[src/core/tbz_pkg.sv]
// Purpose: shared constants for the timer / buzzer output block
// Assumes: apb with 32-bit data, one aligned word per register
// Notes:   register offsets are byte addresses
package tbz_pkg;
    localparam int         AW          = 6;
    // register byte offsets
    localparam logic [5:0] OFF_T0CTL   = 6'h00;
    localparam logic [5:0] OFF_T0PRE   = 6'h04;
    localparam logic [5:0] OFF_T0CNT   = 6'h08;
    localparam logic [5:0] OFF_T1CTL   = 6'h0c;
    localparam logic [5:0] OFF_T1PRE   = 6'h10;
    localparam logic [5:0] OFF_T1CNT   = 6'h14;
    localparam logic [5:0] OFF_PFS     = 6'h18;
    localparam logic [5:0] OFF_SYS1    = 6'h1c;
    localparam logic [5:0] OFF_PDIR    = 6'h20;
    localparam logic [5:0] OFF_PDAT    = 6'h24;
    localparam logic [5:0] OFF_IRQ     = 6'h28;
    localparam logic [5:0] OFF_PDN     = 6'h2c;
    // timer control fields
    localparam int         F_MODE_HI   = 7;
    localparam int         F_MODE_LO   = 6;
    localparam int         F_RUN       = 4;
    localparam int         F_EDGE      = 3;
    localparam int         F_PSC_HI    = 2;
    localparam int         F_PSC_LO    = 0;
    // pin function select fields
    localparam int         F_PIN2_BZ   = 1;
    localparam int         F_PIN1_BZ   = 0;
    localparam int         PFS_W       = 2;
    // port a pin indices
    localparam int         PIN1        = 1;
    localparam int         PIN2        = 2;
    localparam int         PIN_TMR     = 0;
    // irq register fields: flags 1:0, enables 5:4
    localparam int         F_FLAG0     = 0;
    localparam int         F_EN0       = 4;
    localparam logic [7:0] RST_BYTE    = 8'h00;
    localparam logic [7:0] RST_PDIR    = 8'hff;

    // operating mode encoding
    typedef enum logic [1:0]
    {
        MODE_NONE  = 2'h0,
        MODE_EVENT = 2'h1,
        MODE_TIMER = 2'h2,
        MODE_PWM   = 2'h3
    } tbz_mode_e;

    // signals from register file into one timer
    typedef struct packed
    {
        logic [7:0] ctl;
        logic [7:0] pre;
        logic       pre_wr;
        logic       cnt_rd;
        logic       tin;
    } tbz_tcfg_s;
endpackage : tbz_pkg

[src/core/tbz_tmr_if.sv]
// Purpose: bundle between register file and one timer
// Assumes: single pclk domain
// Notes:   status flows back as count, overflow and run clear
`timescale 1ns/100ps
interface tbz_tmr_if;
    tbz_pkg::tbz_tcfg_s cfg;
    logic [7:0]         cnt;
    logic               ovf;
    logic               run_clr;
    modport regs (output cfg, input cnt, input ovf, input run_clr);
    modport tmr  (input cfg, output cnt, output ovf, output run_clr);
endinterface : tbz_tmr_if

[src/core/tbz_timer.sv]
// Purpose: one 8-bit timer/event counter with prescaler and preload
// Assumes: tin already synchronised to pclk
// Notes:   overflow is a one-cycle pulse
`timescale 1ns/100ps
module tbz_timer
(
    // system
    input  wire logic pclk,
    input  wire logic presetn,
    // register side
    tbz_tmr_if.tmr    t
);
    typedef struct packed
    {
        logic [7:0] cnt;
        logic [6:0] psc;
        logic       tin;
        logic       arm;
        logic       ovf;
        logic       rclr;
    } tbz_tst_s;

    tbz_tst_s s_q;
    tbz_tst_s s_d;
    logic [7:0] dv;
    logic       tick;
    logic [1:0] md;
    logic       act;
    logic       rise;
    logic       fall;

    // next state of counter, prescaler and pulse-width arm
    always_comb
    begin
        s_d      = s_q;
        md       = t.cfg.ctl[tbz_pkg::F_MODE_HI:tbz_pkg::F_MODE_LO];
        rise     = t.cfg.tin & ~s_q.tin;
        fall     = ~t.cfg.tin & s_q.tin;
        act      = t.cfg.ctl[tbz_pkg::F_EDGE] ? rise : fall;
        s_d.tin  = t.cfg.tin;
        s_d.ovf  = 1'b0;
        s_d.rclr = 1'b0;
        s_d.psc  = s_q.psc + 7'h01;
        // ratio 2^n: tick when the low n bits wrap (high-to-low of divided clock)
        dv   = 8'h01 << t.cfg.ctl[tbz_pkg::F_PSC_HI:tbz_pkg::F_PSC_LO];
        tick = ((s_q.psc & 7'(dv - 8'h01)) == 7'(dv - 8'h01));
        if (!t.cfg.ctl[tbz_pkg::F_RUN])
        begin
            s_d.arm = 1'b0;
        end
        else
        begin
            unique case (md)
                // event counting uses the opposite edge sense to the pulse-width start edge
                tbz_pkg::MODE_EVENT: tick = t.cfg.ctl[tbz_pkg::F_EDGE] ? fall : rise;
                tbz_pkg::MODE_TIMER: ;
                tbz_pkg::MODE_PWM:
                begin
                    // arm on the active edge, stop and clear run on the return edge
                    if (act)
                        s_d.arm = 1'b1;
                    if (s_q.arm && (t.cfg.ctl[tbz_pkg::F_EDGE] ? fall : rise))
                    begin
                        s_d.arm  = 1'b0;
                        s_d.rclr = 1'b1;
                    end
                    tick = tick & s_q.arm;
                end
                default: tick = 1'b0;
            endcase
            // bus access to counter or preload inhibits the count, may lose one
            if (tick && !t.cfg.pre_wr && !t.cfg.cnt_rd)
            begin
                if (s_q.cnt == 8'hff)
                begin
                    s_d.cnt = t.cfg.pre;
                    s_d.ovf = 1'b1;
                end
                else
                    s_d.cnt = s_q.cnt + 8'h01;
            end
        end
        if (!t.cfg.ctl[tbz_pkg::F_RUN] && t.cfg.pre_wr)
            s_d.cnt = t.cfg.pre;
    end

    // state register
    always_ff @(posedge pclk or negedge presetn)
    begin
        if (!presetn)
            s_q <= '0;
        else
            s_q <= s_d;
    end

    assign t.cnt     = s_q.cnt;
    assign t.ovf     = s_q.ovf;
    assign t.run_clr = s_q.rclr;
endmodule : tbz_timer

[src/core/tbz_top.sv]
// Function
// - internal clock divided by prescaler ratio from three-bit field
// - buzzer toggles on selected timer overflow, frequency is overflow rate over two
// - second buzzer pin drives inverse of first when both paired and pin1 is an output; with pin1 an input pin2 drives the true wave
// - pin1 data bit gates buzzer; low forces buzzer pins low
// - pin2 data bit ignored while pin2 is inverted buzzer
// - only pin1 selected leaves pin2 as plain port pin
// - direction bit high makes buzzer pin an input
// - pin function follows the select/direction truth table
// - select register has two rw bits reset zero
// - select register bits 7 to 2 read zero
// - pull-high on timer pin stays while used as timer input
// - external input acts only at next timer clock
// - counter clock inhibited during counter read or preload write
// - overflow sets request flag; interrupt only when enabled
// - overflow with its flag clear wakes from power-down regardless of enable
// - control bit 4 starts and stops counter
// - mode field 00 none, 01 event, 10 timer, 11 pulse width
// - overflow reloads from preload and continues
// - timer mode counts on each fall of prescaled clock
//
// Purpose: two timers, buzzer pair and port a pin control behind apb
// Assumes: pclk 10 MHz, presetn asynchronous active low
// Notes:   port a is 8 pins; pin 0 carries the external timer input
`timescale 1ns/100ps
module tbz_top
#(
    parameter int PINS = 8
)
(
    // apb slave
    input  wire logic             pclk,
    input  wire logic             presetn,
    input  wire logic             psel,
    input  wire logic             penable,
    input  wire logic             pwrite,
    input  wire logic [5:0]       paddr,
    input  wire logic [31:0]      pwdata,
    output logic                  pready,
    output logic                  pslverr,
    output logic [31:0]           prdata,
    // port a pins
    input  wire logic [PINS-1:0]  pa_in,
    output logic      [PINS-1:0]  pa_out,
    output logic      [PINS-1:0]  pa_oe,
    output logic      [PINS-1:0]  pa_pullup,
    // processor side
    output logic                  irq,
    output logic                  wake
);
    typedef struct packed
    {
        logic [7:0]      ctl0;
        logic [7:0]      ctl1;
        logic [7:0]      pre0;
        logic [7:0]      pre1;
        logic [1:0]      pfs;
        logic            buzzer_clock_source_select;
        logic [PINS-1:0] pdir;
        logic [PINS-1:0] pdat;
        logic [PINS-1:0] ppu;
        logic [1:0]      flag;
        logic [1:0]      ien;
        logic            pdn;
        logic            bz;
        logic [PINS-1:0] sy1;
        logic [PINS-1:0] sy2;
        logic            rdy;
        logic            err;
        logic [31:0]     rd;
        logic            pw0;
        logic            pw1;
        logic            cr0;
        logic            cr1;
        logic [PINS-1:0] out;
        logic [PINS-1:0] oe;
        logic            irq;
        logic            wake;
    } tbz_st_s;

    tbz_st_s s_q;
    tbz_st_s s_d;
    tbz_tmr_if ti0 ();
    tbz_tmr_if ti1 ();
    logic      acc;
    logic      wr;
    logic      hit;
    logic      bz_on;
    logic      p1bz;
    logic      p2bz;

    // true for a known register offset
    function automatic logic is_mapped(input logic [5:0] a);
        is_mapped = (a == tbz_pkg::OFF_T0CTL) || (a == tbz_pkg::OFF_T0PRE) || (a == tbz_pkg::OFF_T0CNT)
                 || (a == tbz_pkg::OFF_T1CTL) || (a == tbz_pkg::OFF_T1PRE) || (a == tbz_pkg::OFF_T1CNT)
                 || (a == tbz_pkg::OFF_PFS)   || (a == tbz_pkg::OFF_SYS1)  || (a == tbz_pkg::OFF_PDIR)
                 || (a == tbz_pkg::OFF_PDAT)  || (a == tbz_pkg::OFF_IRQ)   || (a == tbz_pkg::OFF_PDN);
    endfunction : is_mapped

    // timer control path: pre_wr/cnt_rd are the setup-phase access so the inhibit covers the transfer
    always_comb
    begin
        ti0.cfg.ctl    = s_q.ctl0;
        ti0.cfg.pre    = s_q.pre0;
        ti0.cfg.pre_wr = s_q.pw0;
        ti0.cfg.cnt_rd = s_q.cr0;
        ti0.cfg.tin    = s_q.sy2[tbz_pkg::PIN_TMR];
        ti1.cfg.ctl    = s_q.ctl1;
        ti1.cfg.pre    = s_q.pre1;
        ti1.cfg.pre_wr = s_q.pw1;
        ti1.cfg.cnt_rd = s_q.cr1;
        ti1.cfg.tin    = s_q.sy2[tbz_pkg::PIN_TMR];
    end

    tbz_timer u_t0
    (
        .pclk    (pclk),
        .presetn (presetn),
        .t       (ti0.tmr)
    );

    tbz_timer u_t1
    (
        .pclk    (pclk),
        .presetn (presetn),
        .t       (ti1.tmr)
    );

    // apb decode, registers, buzzer and pin muxing
    always_comb
    begin
        s_d     = s_q;
        acc     = psel & penable & ~s_q.rdy;
        wr      = acc & pwrite;
        hit     = is_mapped(paddr);
        s_d.rdy = acc;
        s_d.err = acc & ~hit;
        s_d.pw0 = psel & pwrite & (paddr == tbz_pkg::OFF_T0PRE);
        s_d.pw1 = psel & pwrite & (paddr == tbz_pkg::OFF_T1PRE);
        s_d.cr0 = psel & ~pwrite & (paddr == tbz_pkg::OFF_T0CNT);
        s_d.cr1 = psel & ~pwrite & (paddr == tbz_pkg::OFF_T1CNT);
        // two-flop synchroniser on every port pin
        s_d.sy1 = pa_in;
        s_d.sy2 = s_q.sy1;
        // hardware clears run bit at end of a pulse-width measurement
        if (ti0.run_clr)
            s_d.ctl0[tbz_pkg::F_RUN] = 1'b0;
        if (ti1.run_clr)
            s_d.ctl1[tbz_pkg::F_RUN] = 1'b0;
        if (wr)
        begin
            unique case (paddr)
                tbz_pkg::OFF_T0CTL: s_d.ctl0 = pwdata[7:0];
                tbz_pkg::OFF_T1CTL: s_d.ctl1 = pwdata[7:0];
                tbz_pkg::OFF_T0PRE: s_d.pre0 = pwdata[7:0];
                tbz_pkg::OFF_T1PRE: s_d.pre1 = pwdata[7:0];
                tbz_pkg::OFF_PFS:   s_d.pfs  = pwdata[tbz_pkg::PFS_W-1:0];
                tbz_pkg::OFF_SYS1:  s_d.buzzer_clock_source_select = pwdata[0];
                tbz_pkg::OFF_PDIR:  s_d.pdir = pwdata[PINS-1:0];
                tbz_pkg::OFF_PDAT:  s_d.pdat = pwdata[PINS-1:0];
                tbz_pkg::OFF_IRQ:
                begin
                    s_d.flag = pwdata[tbz_pkg::F_FLAG0+1:tbz_pkg::F_FLAG0];
                    s_d.ien  = pwdata[tbz_pkg::F_EN0+1:tbz_pkg::F_EN0];
                end
                tbz_pkg::OFF_PDN:   s_d.ppu  = pwdata[PINS-1:0];
                default: ;
            endcase
        end
        // power-down entry is bit 8 of the pull-up register word
        if (wr && paddr == tbz_pkg::OFF_PDN)
            s_d.pdn = pwdata[PINS];
        // overflow sets flag after any software write, so set wins
        if (ti0.ovf)
            s_d.flag[0] = 1'b1;
        if (ti1.ovf)
            s_d.flag[1] = 1'b1;
        // overflow whose flag is still clear leaves power-down whatever the enables
        if ((ti0.ovf && !s_q.flag[0]) || (ti1.ovf && !s_q.flag[1]))
        begin
            s_d.wake = 1'b1;
            s_d.pdn  = 1'b0;
        end
        else
            s_d.wake = 1'b0;
        s_d.irq = |(s_d.flag & s_q.ien);
        // toggle on selected overflow gives overflow rate over two
        if (s_q.buzzer_clock_source_select ? ti1.ovf : ti0.ovf)
            s_d.bz = ~s_q.bz;
        // read mux; unmapped returns zero with error
        s_d.rd = 32'h0000_0000;
        if (acc && !pwrite)
        begin
            unique case (paddr)
                tbz_pkg::OFF_T0CTL: s_d.rd[7:0] = s_q.ctl0;
                tbz_pkg::OFF_T1CTL: s_d.rd[7:0] = s_q.ctl1;
                tbz_pkg::OFF_T0PRE: s_d.rd[7:0] = s_q.pre0;
                tbz_pkg::OFF_T1PRE: s_d.rd[7:0] = s_q.pre1;
                tbz_pkg::OFF_T0CNT: s_d.rd[7:0] = ti0.cnt;
                tbz_pkg::OFF_T1CNT: s_d.rd[7:0] = ti1.cnt;
                tbz_pkg::OFF_PFS:   s_d.rd[tbz_pkg::PFS_W-1:0] = s_q.pfs;
                tbz_pkg::OFF_SYS1:  s_d.rd[0] = s_q.buzzer_clock_source_select;
                tbz_pkg::OFF_PDIR:  s_d.rd[PINS-1:0] = s_q.pdir;
                tbz_pkg::OFF_PDAT:  s_d.rd[PINS-1:0] = s_q.sy2;
                tbz_pkg::OFF_IRQ:
                begin
                    s_d.rd[tbz_pkg::F_FLAG0+1:tbz_pkg::F_FLAG0] = s_q.flag;
                    s_d.rd[tbz_pkg::F_EN0+1:tbz_pkg::F_EN0]     = s_q.ien;
                end
                tbz_pkg::OFF_PDN:   s_d.rd[PINS:0] = {s_q.pdn, s_q.ppu};
                default: ;
            endcase
        end
        // plain port behaviour for every pin, direction 1 = input
        s_d.out = s_q.pdat;
        s_d.oe  = ~s_q.pdir;
        // buzzer overrides; pin1 data bit is the on/off gate
        bz_on = s_q.pdat[tbz_pkg::PIN1];
        p1bz  = s_q.pfs[tbz_pkg::F_PIN1_BZ] & ~s_q.pdir[tbz_pkg::PIN1];
        p2bz  = s_q.pfs[tbz_pkg::F_PIN2_BZ] & ~s_q.pdir[tbz_pkg::PIN2];
        if (s_q.pfs[tbz_pkg::F_PIN1_BZ])
            s_d.out[tbz_pkg::PIN1] = p1bz & bz_on & s_q.bz;
        if (s_q.pfs[tbz_pkg::F_PIN2_BZ])
        begin
            // pin2 data bit unused; pin2 shows true wave if pin1 is input
            if (p1bz)
                s_d.out[tbz_pkg::PIN2] = p2bz & bz_on & ~s_q.bz;
            else
                s_d.out[tbz_pkg::PIN2] = p2bz & bz_on & s_q.bz;
        end
        s_d.out[tbz_pkg::PIN2] = s_d.out[tbz_pkg::PIN2] & (p2bz | ~s_q.pfs[tbz_pkg::F_PIN2_BZ]);
    end

    // state register; port direction resets to all inputs
    always_ff @(posedge pclk or negedge presetn)
    begin
        if (!presetn)
        begin
            s_q      <= '0;
            s_q.pdir <= {PINS{1'b1}};
            s_q.bz   <= 1'b0;
        end
        else
            s_q <= s_d;
    end

    assign pready    = s_q.rdy;
    assign pslverr   = s_q.err;
    assign prdata    = s_q.rd;
    assign pa_out    = s_q.out;
    assign pa_oe     = s_q.oe;
    assign pa_pullup = s_q.ppu;
    assign irq       = s_q.irq;
    assign wake      = s_q.wake;
endmodule : tbz_top

[config.mk]
export PLATFORM = sky130hd
export DESIGN_NAME = tbz_top
export DESIGN_NICKNAME = d
export VERILOG_FILES = /design/src/core/tbz_pkg.sv /design/src/core/tbz_tmr_if.sv /design/src/core/tbz_timer.sv /design/src/core/tbz_top.sv
export SDC_FILE = /design/constraint.sdc
export NUM_CORES = 1
export LEC_CHECK = 0
export BUFFER_PORTS_ARGS = -buffer_cell sky130_fd_sc_hd__buf_2
export CAP_MARGIN = 10
export CORE_MARGIN = 5
export CORE_UTILIZATION = 58
export CTS_CLUSTER_DIAMETER = 200
export CTS_CLUSTER_SIZE = 24
export DETAILED_ROUTE_END_ITERATION = 8
export HOLD_SLACK_MARGIN = 0.02
export PLACE_DENSITY_LB_ADDON = 0.3
export SYNTH_ARGS = -nofsm -noshare
export SYNTH_HDL_FRONTEND = slang
export SYNTH_HIERARCHICAL = 1
export SYNTH_SLANG_ARGS = --single-unit
[constraint.sdc]
create_clock -name pclk -period 4.55 [get_ports pclk]
set_clock_uncertainty 0.15 [all_clocks]
set_input_delay 0.91 -clock pclk [delete_from_list [all_inputs] [get_ports pclk]]
set_output_delay 0.91 -clock pclk [all_outputs]
set_load 0.03 [all_outputs]
==> Word-level counts from Yosys, hierarchy flattened <==
Cells that the tools add are included.
{ "op_classes": {"addsub": 6, "bitwise_logic": 36, "reduce_logical": 54, "shift": 2, "mux": 63, "n_eq_ne": 25} }
{ "op_table": {"columns": ["operator", "n"], "rows": [
  ["$mux W8", 14],
  ["$mux W60", 1],
  ["$pmux W2 S9", 2],
  ["$mux W1", 35],
  ["$reduce_and A2 Y1", 14],
  ["$eq A6 B5 Y1 const B", 4],
  ["$eq A6 B6 Y1 const B", 4],
  ["$and A1 B1 Y1", 22],
  ["$pmux W2 S10", 1],
  ["$add A8 B1 Y8 const B", 2],
  ["$eq A8 B8 Y1 const B", 2],
  ["$add A7 B1 Y7 const B", 2],
  ["$and A7 B7 Y7", 2],
  ["$eq A7 B7 Y1", 2],
  ["$shl A1 B3 Y7 const A", 2],
  ["$sub A7 B1 Y7 const B", 2],
  ["$eq A6 B4 Y1 const B", 2],
  ["$logic_and A1 B1 Y1", 12],
  ["$logic_or A1 B1 Y1", 12],
  ["$pmux W1 S12", 1],
  ["$pmux W1 S11", 1],
  ["$reduce_bool A2 Y1", 5],
  ["$logic_not A1 Y1", 9],
  ["$mux W9", 1],
  ["other kinds (15)", 32]
]} }
{ "word_totals": {"output_inout_bits": 60, "input_bits": 51, "register_bits": 151, "wordCells": 225} }

==> Logic depth before layout (Yosys ltp) <==
{ "logic_depth": {"depth_word": 14, "depth_mapped": 7} }

==> Cells and area by module <==
Netlist, hierarchy kept.
{ "by_module_without_submodules": {"columns": ["mod", "cells_per_inst", "n_inst", "area_each_um2", "seq_area_each_um2"], "rows": [
  ["tbz_top", 387, 1, 5072.4, 2862.7],
  ["tbz_timer", 132, 2, 1271.2, 475.5]
]} }

==> Least setup slack after synthesis <==
No wires, ideal clock.
{ "synth_timing": {"path_type": "in2reg", "from": "input port paddr[5]", "to": "register s_q[129] in the netlist's numbering", "arrival_time_ns": 2.324, "path_stages": 6, "path_buffers": 2, "setup_time_ns": 0.125, "setup_slack_ns": 1.951, "path_cell_list": "buf_6 or4_4 buf_6 nor3_4 nand2_4 mux2_2"} }
{ "synth_via": {"elab_chain_cells": 2} }
{ "synth_lines": {"columns": ["element", "line_no", "source"], "rows": [
  ["start: declaration", "tbz_top.sv:37", "input wire logic [5:0] paddr,"],
  ["$logic_not A6 Y1", "tbz_top.sv:152", "unique case (paddr)"],
  ["$reduce_and A2 Y1 (no line)", null, null],
  ["end: declaration", "tbz_top.sv:81", "tbz_st_s s_q;"]
]} }
No other way between the ends.
A chain may end at the register's enable or synchronous reset.

==> summary.md <==
| Metric | Value |
|---|---|
| Status | `completed` |
| Post-layout instance area | `0.00820 sq mm` |
| Setup Total Neg Slack | `0 ns` |
| PortBufs | `64` |
| Post-CTS resize count | `0` |
| GRT Total Usage | `22.5%` |
| Area of the multi-input gates | `0.00316 sq mm` |
| DP HPWL | `12.1 mm` |
| Yosys reg bits | `152` |
| Chip width | `125 um` |
| RD Place Congestion | `0.924` |
| Critical Path Start | `paddr[2]` |
| CP max FO | `25` |
| CTS Buf Count | `17` |
| Starting density of the core | `59.9%` |
| Worst r2r src | `pready` |
| Crit path DAT | `2.79 ns` |
| Area of the die | `0.0155 sq mm` |
| Crit path launch type | `primary input` |
| Share of post-route cells with drive strength above 1 | `31.3%` |
| Fin. max-slew vios | `0` |
| Xor/xnor cell area share of the yosys netlist | `1.38%` |
| Slew @ Worst Pin | `0.981 ns` |
| Largest net degree at the start of global routing | `109` |
| Setup ws final | `1.91 ns` |
| Clk buf depth | `2` |
| Synth Area in Adders | `0.657%` |
| First-pass GRT wire length | `27.5 mm` |
| CTS tree | `done` |
| Seq. cell area | `0.00381 sq mm` |
| Fin. Hold Viols | `0` |
| DRT iter0 DRCs | `538` |
| Main flop type after synthesis | `dfrtp_1` |
| Sinks on Clock Net | `152` |
| CP max stage delay | `0.52 ns` |
| YS warnings | `6` |
| DR DRC count | `0` |
| Fin util | `64.5%` |
| Area growth from synthesis to final layout | `7.74%` |
| R2R cell count | `3` |
| Cell row count | `41` |
| Largest family of logic cells by synthesized area | `simple AND/OR/NAND/NOR gates` |
| Vias/cell | `6.04` |
| Syn Std Cell Area | `0.00761 sq mm` |
| Fillers | `979` |
| Routed wire per std cell | `20.0 um` |
| Post-synthesis cell type count | `65` |
| Clk slew on worst S/H paths | `0.06 ns` |
| Crit end category | `register` |
| Later-pin clock latency in the skew report | `0.43 ns` |
| Syn Area/Cell | `11.7 sq um` |
| R2r setup slk | `2.25 ns` |
| Final WL | `17.0 mm` |
| Number of enable flip-flop cells after synthesis | `0` |
| Nets@finish | `722` |
| GR Overflow Total | `0` |
| PwrDens | `384 mW/mm^2` |
| Critical path class | `primary input to register` |
| Vias in the first global route | `5067` |
| Final period utilization | `58.1%` |
| Post-route ant nets | `0` |
| # IOs | `111` |
| Maximum Capacitance Violations | `0` |
| Routed vias | `5144` |
| VDD IR max | `0.342 mV` |
| Critical Path Slowest Stage Cell | `nor2_1` |
| DRT Pass-1 Iters | `5` |
| Final min period | `2.64 ns` |
| Final setup violation count | `0` |
| Setup slack after placement | `1.49 ns` |
| Post-CTS Setup Bufs | `0` |
| CP required | `4.69 ns` |
| Worst path cell trace | `buf_2 -> nand2_1 -> nor2_1 -> a32oi_1 -> a31oi_1` |
| Mux contribution to synthesized area | `12.3%` |
| Area after DPL | `0.00762 sq mm` |
| Post-synthesis compound-gate area fraction | `12.8%` |
| Sequential element share of the synthesized area | `50.1%` |
| CORE AREA | `0.0127 sq mm` |
| Gate count of the mapped netlist | `651` |
| H-tree depth | `4` |
| Max Freq | `0.378 GHz` |
| CP endpoint | `prdata[5]` |
| Die H | `125 um` |
| Unrepaired setup endpoints after global routing | `no` |
| Leak | `3.86 nW` |
| HP Class | `register to register` |
| Worst r2r dst | `s_d[14]` |
| Hold_buf cts | `0` |
| CTS root buffer | `clkbuf_16` |
| Post-synthesis simple-gate area fraction | `13.1%` |
| ANT cells | `0` |
| Antenna violations before repair | `1` |
| Post-synth ARST share | `100%` |
| Slew headroom | `34.6%` |
-- logic make-up (layout without fill, tap and decap cells) --
| kind of cell | Yosys count | in the layout |
|---|---|---|
| flip-flops | 152 | 152 |
| other | 1 | 23 |
| AO/OA/AOI/OAI | 115 | 115 |
| buffers and inverters | 110 | 117 |
| multiplexers | 80 | 80 |
| adder cells (fa/ha/maj) | 4 | 4 |
| XOR/XNOR | 12 | 12 |
| AND/OR/NAND/NOR | 177 | 177 |
-- stage by stage --
stage | power [mW] | hold WS, ns | cells
floorplan | 1.71 | 0.181 | 673
global placement | 1.77 | 0.182 | 820
detailed placement | 1.78 | 0.186 | 820
CTS | 3.18 | 0.200 | 852
global route | 3.27 | 0.205 | 852
finish | 3.15 | 0.203 | 852
-- state kept, by name (all words and copies together), names as in the netlist, 8 cells and up --
name,cells
u_t0/t.cnt,8
s_q,62
prdata,9
pa_oe,8
u_t0/s_q,9
pa_out,8
u_t1/s_q,9
u_t1/t.cnt,8
s_d,14
pa_pullup,8
-- cells in the mapped netlist, types with 11 or more instances --
cell	instances	area, sq um
a21oi_1	11	55.1
a21oi_2	14	123
a22oi_1	12	90.1
buf_4	72	541
dfrtp_1	144	3600
inv_1	19	71.3
mux2_2	61	687
mux2i_1	14	140
nand2_1	50	188
nand2b_1	16	100
nand3_1	30	150
nor2_1	29	109
o21ai_0	16	80.1
-- where the power goes --
group | total (mW) | switching (mW) | internal, mW
combinational | 0.276 | 0.177 | 0.0983
clock | 1.39 | 0.604 | 0.791
sequential | 1.48 | 0.0720 | 1.41
total | 3.15 | 0.854 | 2.30
-- placed cells by master, fill, tap and decap left out, types with 12 or more instances in the layout --
| master | Yosys | final |
|---|---|---|
| dfrtp_1 | 144 | 144 |
| inv_1 | 19 | 19 |
| a21oi_2 | 14 | 14 |
| conb_1 | 1 | 23 |
| nand3_1 | 30 | 30 |
| nand2_1 | 50 | 50 |
| mux2_2 | 61 | 61 |
| buf_2 | 4 | 63 |
| o21ai_0 | 16 | 16 |
| mux2i_1 | 14 | 14 |
| clkbuf_16 | 0 | 17 |
| nand2b_1 | 16 | 16 |
| nor2_1 | 29 | 29 |
| a22oi_1 | 12 | 12 |
-- cell type report --
type | count | area share, %
clock buffer | 18 | 5.35
tap | 172 | 2.62
clock inverter | 14 | 1.78
sequential | 152 | 46.5
timing repair buffer | 66 | 4.32
inverter | 19 | 0.869
multi-input combinational | 411 | 38.6
-- routing by layer --
metal | wire (um) | up-vias | GRT usage (%)
met5 | 7 | - | 0
li1 | - | 2302 | -
met3 | 1510 | 41 | 8.10
met2 | 7890 | 243 | 33.3
met4 | 545 | 2 | 8.32
met1 | 7070 | 2556 | 30.5
-- how the worst min path moves through the flow --
stage / startpoint / end / slack, ns / cells past startpoint
after global routing: s_d[60] / s_q[60] / 0.20 / 0
after floorplan: s_d[56] / s_q[56] / 0.18 / 0
after global placement: s_d[59] / s_q[59] / 0.18 / 0
after detailed placement: s_d[60] / s_q[60] / 0.19 / 0
after CTS: s_d[60] / s_q[60] / 0.20 / 0
final: s_d[56] / s_q[56] / 0.20 / 0
-- critical path: cells and delay by family --
family          cells  cell delay, ns
simple gates        2            0.86
buf+inv             1            0.51
compound gates      2            0.50
No activity file was read; power rests on OpenSTA's default activity.
